### src/design/ubt_cfg.svh
// constants for the uart baud, format and transmit block
// Behaviour
// - free-running 8-bit timer sets bit timing
// - rate is clock/64(N+1) or clock/16(N+1)
// - divisor is eight bits, any value 0-255
// - NRZ frame: start, 8/9 bits, 1/2 stop_count_sel
// - parity off, odd or even selectable
// - reset format is 8 bits, no parity, 1 stop
// - words travel least significant bit first
// - both directions share one format and rate
// - all enables set: tx drives, rx listens
// - line held high when no frame is sent
// - uart off releases pins, empties buffers
// - uart off clears enables/break, sets idle/empty
// - uart off aborts; re-enable keeps format and divisor
// - nine-bit words take msb from ninth bit
// - parity replaces the last word bit
// - address mode marks frame by last bit
// - stop count independent of word length
// - shifter reloads only after stop bit
// - sending needs data plus shift clock
// - idle shifter takes holding data at once
// - tx enable off stop_count_sel and releases line
// - status read then write; full blocks writes
// - direct load sets empty; stop sets idle
`ifndef UBT_CFG_SVH
`define UBT_CFG_SVH
// register word offsets, address bits 7:2
`define UBT_OFS_CTRL_FIRST  6'h00
`define UBT_OFS_CTRL_SECOND 6'h01
`define UBT_OFS_BAUD        6'h02
`define UBT_OFS_STATUS      6'h03
`define UBT_OFS_TXDATA      6'h04
// first control register fields
`define UBT_B_UART_EN  7
`define UBT_B_WORD9    6
`define UBT_B_PAR_EN   5
`define UBT_B_PAR_ODD  4
`define UBT_B_STOP2    3
`define UBT_B_BRK      2
`define UBT_B_NINTH    0
// second control register fields
`define UBT_B_TX_EN    7
`define UBT_B_RX_EN    6
`define UBT_B_HS       5
// status register fields
`define UBT_B_TX_EMPTY 0
`define UBT_B_TX_IDLE  1
`define UBT_B_RX_IDLE  2
// reset values and counts
`define UBT_RST_DIV    8'h00
`define UBT_PRE_LOW    6'h3F
`define UBT_PRE_HIGH   6'h0F
`define UBT_BRK_LAST   4'hC
`define UBT_LAST8      4'h7
`define UBT_LAST9      4'h8
`endif

### src/design/ubt_pkg.sv
// types for the uart baud, format and transmit block
package ubt_pkg;
  // transmitter sequencer, one-hot
  typedef enum logic [5:0] {
    UBT_IDLE  = 6'h01,
    UBT_ARM   = 6'h02,
    UBT_START = 6'h04,
    UBT_DATA  = 6'h08,
    UBT_STOP  = 6'h10,
    UBT_BRK   = 6'h20
  } ubt_fsm_t;

  // whole state of the block
  typedef struct packed {
    logic        uart_en;
    logic        word9;
    logic        par_en;
    logic        par_odd;
    logic        stop2;
    logic        brk;
    logic        ninth;
    logic        tx_en;
    logic        rx_en;
    logic        hs;
    logic [7:0]  div;
    logic [7:0]  tmr;
    logic [5:0]  pre;
    logic [7:0]  hold;
    logic        hold_full;
    logic        idle_flag;
    logic        stat_seen;
    logic        brk_frame;
    ubt_fsm_t    fsm;
    logic [8:0]  shf;
    logic [3:0]  bitc;
    logic        ack;
    logic [31:0] dat;
    logic        tx;
    logic        oe_n;
    logic        rx_sel;
  } ubt_state_t;
endpackage

### src/design/ubt_top.sv
// uart baud generator, frame format and transmit path
`timescale 1ns/1ps
`default_nettype none
`include "ubt_cfg.svh"

module ubt_top
  import ubt_pkg::*;
(
  // clock and reset
  input  wire logic        clk_i,
  input  wire logic        rst_i,
  // wishbone slave
  input  wire logic        wb_cyc_i,
  input  wire logic        wb_stb_i,
  input  wire logic        wb_we_i,
  input  wire logic [7:0]  wb_adr_i,
  input  wire logic [3:0]  wb_sel_i,
  input  wire logic [31:0] wb_dat_i,
  output logic      [31:0] wb_dat_o,
  output logic             wb_ack_o,
  // serial pins
  output logic             tx_o,
  output logic             tx_oe_n_o,
  output logic             rx_sel_o
);

  // ***************************************
  // helpers
  // ***************************************

  // word as it goes on the line, parity in the top slot
  function automatic logic [8:0] ubt_word(
    input logic [7:0] d,
    input logic       nb9,
    input logic       ninth,
    input logic       pen,
    input logic       odd
  );
    logic [8:0] w;
    w = {ninth, d};
    if (pen)
    begin
      if (nb9)
        w[8] = (^d) ^ odd;
      else
        w[7] = (^d[6:0]) ^ odd;
    end
    // without parity the top bit passes as sent
    return w;
  endfunction

  // ***************************************
  // state and decode
  // ***************************************

  ubt_state_t q;
  ubt_state_t n;

  logic       tick;
  logic       bit_en;
  logic       active;
  logic [5:0] pre_max;
  logic [3:0] last;
  logic       req;
  logic       take;
  logic       wr;
  logic [5:0] ofs;
  logic [31:0] rdata;

  // baud chain taps
  assign tick    = q.uart_en & (q.tmr == 8'h00);
  assign pre_max = q.hs ? `UBT_PRE_HIGH : `UBT_PRE_LOW;
  assign bit_en  = tick & (q.pre == pre_max);
  assign active  = q.uart_en & q.tx_en;
  assign last    = q.word9 ? `UBT_LAST9 : `UBT_LAST8;
  // bus handshake: effects land on the edge ack is seen
  assign req  = wb_cyc_i & wb_stb_i;
  assign take = req & q.ack;
  assign wr   = take & wb_we_i & wb_sel_i[0];
  assign ofs  = wb_adr_i[7:2];

  // read mux, unmapped reads return zero
  always_comb
  begin
    rdata = 32'h0000_0000;
    case (ofs)
      `UBT_OFS_CTRL_FIRST:
      begin
        rdata[`UBT_B_UART_EN] = q.uart_en;
        rdata[`UBT_B_WORD9]   = q.word9;
        rdata[`UBT_B_PAR_EN]  = q.par_en;
        rdata[`UBT_B_PAR_ODD] = q.par_odd;
        rdata[`UBT_B_STOP2]   = q.stop2;
        rdata[`UBT_B_BRK]     = q.brk;
        rdata[`UBT_B_NINTH]   = q.ninth;
      end
      `UBT_OFS_CTRL_SECOND:
      begin
        rdata[`UBT_B_TX_EN] = q.tx_en;
        rdata[`UBT_B_RX_EN] = q.rx_en;
        rdata[`UBT_B_HS]    = q.hs;
      end
      `UBT_OFS_BAUD:
        rdata[7:0] = q.div;
      `UBT_OFS_STATUS:
      begin
        rdata[`UBT_B_TX_EMPTY] = ~q.hold_full;
        rdata[`UBT_B_TX_IDLE]  = q.idle_flag;
        // no receiver here, so it always reads idle
        rdata[`UBT_B_RX_IDLE]  = 1'b1;
      end
      `UBT_OFS_TXDATA:
        rdata[7:0] = q.hold;
      default:
        rdata = 32'h0000_0000;
    endcase
  end

  // ***************************************
  // next state
  // ***************************************

  always_comb
  begin
    n = q;
    // registered ack, one wait state
    n.ack = req & ~q.ack;
    if (req & ~q.ack)
      n.dat = rdata;

    // register writes
    if (wr)
    begin
      case (ofs)
        `UBT_OFS_CTRL_FIRST:
        begin
          n.uart_en = wb_dat_i[`UBT_B_UART_EN];
          n.word9   = wb_dat_i[`UBT_B_WORD9];
          n.par_en  = wb_dat_i[`UBT_B_PAR_EN];
          n.par_odd = wb_dat_i[`UBT_B_PAR_ODD];
          n.stop2   = wb_dat_i[`UBT_B_STOP2];
          n.brk     = wb_dat_i[`UBT_B_BRK];
          n.ninth   = wb_dat_i[`UBT_B_NINTH];
        end
        `UBT_OFS_CTRL_SECOND:
        begin
          n.tx_en = wb_dat_i[`UBT_B_TX_EN];
          n.rx_en = wb_dat_i[`UBT_B_RX_EN];
          n.hs    = wb_dat_i[`UBT_B_HS];
        end
        `UBT_OFS_BAUD:
          n.div = wb_dat_i[7:0];
        `UBT_OFS_TXDATA:
        begin
          // a full holding register refuses the word
          if (~q.hold_full)
          begin
            n.hold      = wb_dat_i[7:0];
            n.hold_full = 1'b1;
            if (q.stat_seen)
            begin
              n.idle_flag = 1'b0;
              n.stat_seen = 1'b0;
            end
          end
        end
        default:
          n.stat_seen = q.stat_seen;
      endcase
    end
    // first half of the clearing sequence
    if (take & ~wb_we_i & (ofs == `UBT_OFS_STATUS))
      n.stat_seen = 1'b1;

    // free-running timer; cost: rate changes wait a tick
    if (~q.uart_en)
    begin
      n.tmr = q.div;
      n.pre = 6'h00;
    end
    else if (tick)
    begin
      n.tmr = q.div;
      n.pre = (q.pre == pre_max) ? 6'h00 : q.pre + 6'h01;
    end
    else
      n.tmr = q.tmr - 8'h01;

    // transmit sequencer
    case (q.fsm)
      UBT_IDLE:
      begin
        n.tx = 1'b1;
        if (active & q.brk)
        begin
          n.brk_frame = 1'b1;
          n.fsm       = UBT_ARM;
        end
        else if (active & q.hold_full)
        begin
          n.shf       = ubt_word(q.hold, q.word9, q.ninth, q.par_en, q.par_odd);
          n.hold_full = 1'b0;
          n.brk_frame = 1'b0;
          n.fsm       = UBT_ARM;
        end
      end
      UBT_ARM:
      begin
        // start waits for the shift clock
        if (bit_en)
        begin
          n.tx   = 1'b0;
          n.bitc = 4'h0;
          n.fsm  = q.brk_frame ? UBT_BRK : UBT_START;
        end
      end
      UBT_START:
      begin
        if (bit_en)
        begin
          n.tx   = q.shf[0];
          n.bitc = 4'h0;
          n.fsm  = UBT_DATA;
        end
      end
      UBT_DATA:
      begin
        if (bit_en)
        begin
          if (q.bitc == last)
          begin
            n.tx   = 1'b1;
            n.bitc = 4'h0;
            n.fsm  = UBT_STOP;
          end
          else
          begin
            n.shf  = {1'b0, q.shf[8:1]};
            n.tx   = q.shf[1];
            n.bitc = q.bitc + 4'h1;
          end
        end
      end
      UBT_BRK:
      begin
        if (bit_en)
        begin
          if (q.bitc == `UBT_BRK_LAST)
          begin
            // a held break repeats whole characters
            n.bitc = 4'h0;
            if (~q.brk)
            begin
              n.tx  = 1'b1;
              n.fsm = UBT_STOP;
            end
          end
          else
            n.bitc = q.bitc + 4'h1;
        end
      end
      UBT_STOP:
      begin
        if (bit_en)
        begin
          if (q.stop2 & (q.bitc == 4'h0))
            n.bitc = 4'h1;
          else
          begin
            n.idle_flag = 1'b1;
            n.bitc      = 4'h0;
            // reload only now, straight into a new start
            if (q.hold_full & ~q.brk)
            begin
              n.shf       = ubt_word(q.hold, q.word9, q.ninth, q.par_en, q.par_odd);
              n.hold_full = 1'b0;
              n.brk_frame = 1'b0;
              n.tx        = 1'b0;
              n.fsm       = UBT_START;
            end
            else
              n.fsm = UBT_IDLE;
          end
        end
      end
      default:
        n.fsm = UBT_IDLE;
    endcase

    // pins; holding data survives tx enable off
    n.oe_n   = ~active;
    n.rx_sel = q.uart_en & q.rx_en; // rx shares format and rate
    if (~active)
    begin
      n.fsm  = UBT_IDLE;
      n.tx   = 1'b1;
      n.bitc = 4'h0;
    end

    // uart off: enables and break clear; format bits and divisor are left alone
    if (~q.uart_en)
    begin
      n.tx_en     = 1'b0;
      n.rx_en     = 1'b0;
      n.brk       = 1'b0;
      n.hold_full = 1'b0;
      n.idle_flag = 1'b1;
      n.fsm       = UBT_IDLE;
    end
  end

  // ***************************************
  // registers
  // ***************************************

  // reset format is 8 bits, no parity, 1 stop
  always_ff @(posedge clk_i)
  begin
    if (rst_i)
    begin
      q           <= '0;
      q.div       <= `UBT_RST_DIV;
      q.tmr       <= `UBT_RST_DIV;
      q.idle_flag <= 1'b1;
      q.fsm       <= UBT_IDLE;
      q.tx        <= 1'b1;
      q.oe_n      <= 1'b1;
    end
    else
      q <= n;
  end

  assign wb_dat_o  = q.dat;
  assign wb_ack_o  = q.ack;
  assign tx_o      = q.tx;
  assign tx_oe_n_o = q.oe_n;
  assign rx_sel_o  = q.rx_sel;

  // ***************************************
  // checks
  // ***************************************

  // bit period measure, spoiled by any rate write
  logic [15:0] gap_q;
  logic        chg_q;
  logic        seen_q;
  logic [15:0] exp_gap;

  assign exp_gap = ({8'h00, q.div} + 16'h0001) * (q.hs ? 16'h0010 : 16'h0040);

  always_ff @(posedge clk_i)
  begin
    if (rst_i)
    begin
      gap_q  <= 16'h0000;
      chg_q  <= 1'b0;
      seen_q <= 1'b0;
    end
    else
    begin
      gap_q  <= bit_en ? 16'h0000 : gap_q + 16'h0001;
      chg_q  <= wr & (ofs != `UBT_OFS_TXDATA) & (ofs != `UBT_OFS_STATUS)
                | (chg_q & ~bit_en) | ~q.uart_en;
      seen_q <= bit_en | seen_q;
    end
  end
endmodule
`default_nettype wire

### config.mk
export PLATFORM = sky130hd
export DESIGN_NAME = ubt_top
export DESIGN_NICKNAME = d
export VERILOG_FILES = /design/src/design/ubt_pkg.sv /design/src/design/ubt_top.sv
export VERILOG_INCLUDE_DIRS = /design/src /design/src/design
export SDC_FILE = /design/constraint.sdc
export NUM_CORES = 1
export LEC_CHECK = 0
export BUFFER_PORTS_ARGS = -buffer_cell sky130_fd_sc_hd__buf_2
export CORE_MARGIN = 2
export CORE_UTILIZATION = 35
export DETAILED_ROUTE_END_ITERATION = 7
export PLACE_DENSITY = 0.63
export RECOVER_POWER = 100
export SYNTH_ARGS = -nofsm -noshare
export SYNTH_HDL_FRONTEND = slang
export SYNTH_SLANG_ARGS = --single-unit
### constraint.sdc
create_clock -name clk_i -period 5.7 [get_ports clk_i]
set_input_delay 1.14 -clock clk_i [delete_from_list [all_inputs] [get_ports clk_i]]
set_output_delay 1.14 -clock clk_i [all_outputs]
set_load 0.03 [all_outputs]
==> out/qor.yml <==
status:
  status: "complete, but fails checks"
  violations: "design-rule violations, max-capacitance violations, max-slew violations"
worst_setup_path:
  worstPathArrival_ps: 3920
  critPathBufInv: 1
  cp_top_family: "buffers and inverters"
  crit_path_max_incr_delay_ps: 1580
  startpoint_type: "input port"
  path_class: "input port to flip-flop"
  crit_path_cell_trace: "clkbuf_1 > nor2b_1 > nand2_1 > nor3_1 > nand4_1 > o21ai_0"
  endpoint_kind: "flip-flop"
  cp_max_fo: 49
  critPathSlowestCell: "clkbuf_1"
  crit_required_ps: 5910
worst_hold_path:
  hold_class: "flip-flop to flip-flop"
timing:
  hold_violations: 0
  fin_setup_tns_ps: 0
  max_freq_mhz: 269.6
  finalWorstPathRequiredPeriod_ps: 3709
  setup_viol: 0
  drv_slew: 50
  rsz0062_at_grt: "false"
  fin_skew_ps: 12.09
  slew_headroom: -0.5052
  post-route-period-util: 0.6507
  tightest_slew_ps: 2258
floorplanning:
  fp-row-count: 39
  die_x_um: 113.2
  die-area_sq_um: 12820
  core_area_sq_um: 11520
  ios: 85
  chipHeight_um: 113.2
  initial_core_util: 0.3625
placed_design:
  io_buffers: 31
  gp_congestion: 0.8187
  dp_hpwl_um: 6887
logic_synthesis:
  yosys_warnings: 0
  ys_seq_area_frac: 0.3597
  synth_edf_count: 0
  avgSynthCellArea_sq_um: 8.571
  yosys-top-cells-area: "dfxtp_1 36%, mux2i_1 8.4%, nor2_1 6.6%, buf_4 5.8%, nand2_1 3.9%"
  yosys.area.top_type: "dfxtp_1"
  syn_inst: 487
  synth.top_cell.area_share: 0.3597
  yosysUniqueCellTypes: 73
  synth_seq_cells: 75
  synth_area_sq_um: 4174
  async_flop_share: 0
  synth-main-ff-cell: "dfxtp_1"
grt:
  use_met3: 0.04071
  grt_pass1_vias: 3172
  grt_antenna_before_repair: 0
  grt_max_degree: 50
  grt_pass1_wl_um: 15640
  overflow: 0
  grtUsageMet2: 0.2387
  grt-busiest-layer: "met2"
  use_met1: 0.2015
  grtUsageTotal: 0.1502
cts:
  postCtsSetupRepairBufs: 0
  ctsHoldBuffers: 0
  clock_sinks: 75
  cts_tree: "built"
  cts_resized: 0
  insertion_delay_ps: 340
  clockBufferDepth: 2
  cts_root_buf: "clkbuf_16"
  htreeDepth: 3
  clk_pin_slew_ps: 60
  numCtsBuffers: 9
power:
  peakVddDrop_v: 0.0001471
  p_leak_nw: 1.524
  total_power_mw: 1.140
  power_density_nw_per_um2: 255.7
route:
  ant_nets: 0
  num_vias: 3393
  via_per_inst: 5.277
  drc: 3
  wl_per_cell_um: 14.57
  firstDrtPassIters: 8
  wl_um: 9370
  first_iter_violations: 180
job:
  maxCapViolations: 2
cells_and_area:
  areaGrowthSynthToFinish_pct: 6.835
  drive_above_1_share: 0.1080
  nFillCells: 1176
  diodes: 0
  nNetsFinal: 549
routing by layer:
metal,vias to the layer above,share of wire
met5,-,0
met4,0,0.011
met3,9,0.053
met2,101,0.47
met1,1598,0.46
li1,1685,-
cells in the mapped netlist (10+ instances only):
cell type  count
dfxtp_1       75
nor2_1        73
nand2_1       43
mux2i_1       35
buf_4         32
o21ai_0       18
a21oi_1       17
clkbuf_1      15
a211oi_1      11
nand3_1       11
nor3_1        11
xnor2_1       11
inv_1         10
layout make-up:
cell class              count  area, sq um  area share
inverters                  10        37.54    0.008418
well taps                 143        178.9     0.04012
multi-input cells         367         2308      0.5177
repair buffers             32        142.6     0.03199
clock inverters             7        65.06     0.01459
flip-flops and latches     75         1501      0.3367
clock buffers               9        225.2     0.05051
kinds of logic after synthesis:
logic type               after synthesis  share of synthesized area
AO/OA/AOI/OAI                         86                     0.1496
other                                  1                  0.0008984
buffers and inverters                 68                    0.09952
adder cells (fa/ha/maj)                5                    0.01499
multiplexers                          37                    0.08933
XOR/XNOR                              19                    0.03987
AND/OR/NAND/NOR                      196                     0.2461
flip-flops                            75                     0.3597
stage by stage:
stage               utilization  hold WS, ps  cell area (sq um)  cells  setup slack, ps
global placement         0.3668        449.0               4224    627             2295
detailed placement       0.3668        458.9               4224    627             2324
floorplan                     -        436.4               4260    510             2898
finish                   0.3872        470.6               4459    643             1991
CTS                      0.3920        472.6               4514    643             2658
global route             0.3872        495.7               4459    643             1766
report_power, final:
part	total [mW]	internal, mW	switching, mW
combinational	0.0564	0.0104	0.0460
sequential	0.526	0.525	0.000870
clock	0.558	0.307	0.250
state kept, by name (all words and copies together) (netlist names):
name,count
q,63
wb_dat_o,8
rx_sel_o,1
tx_o,1
tx_oe_n_o,1
wb_ack_o,1
path summary, 6_finish.rpt:
check | from | to | slack (ps) | depth (start not counted)
hold reg to reg | q[48]$_SDFFE_PP0P_ | q[48]$_SDFFE_PP0P_ | 470 | 2
hold / removal | q[48]$_SDFFE_PP0P_ | q[48]$_SDFFE_PP0P_ | 470 | 2
setup / recovery | rst_i | q[52]$_SDFFE_PP0P_ | 1990 | 6
setup reg to reg | wb_ack_o$_SDFF_PP0_ | q[92]$_SDFFE_PP0P_ | 3150 | 5
placed cells by master, fill, tap and decap left out, types with 6 or more instances in the layout:
master	count
a211oi_1	11
a21oi_1	17
a311oi_1	8
buf_2	18
clkbuf_1	14
clkbuf_16	9
conb_1	24
dfxtp_1	75
inv_1	10
mux2i_1	35
nand2_1	44
nand3_1	11
nand4_1	6
nor2_1	75
nor3_1	13
o21ai_0	18
xnor2_1	11
xor2_1	8
tightest hold or removal path, cell delays in order (launching register included):
cell	delay (ps)
dfxtp_1	310
nand2_1	50
o22ai_1	60
(Power assumes the default switching activity.)
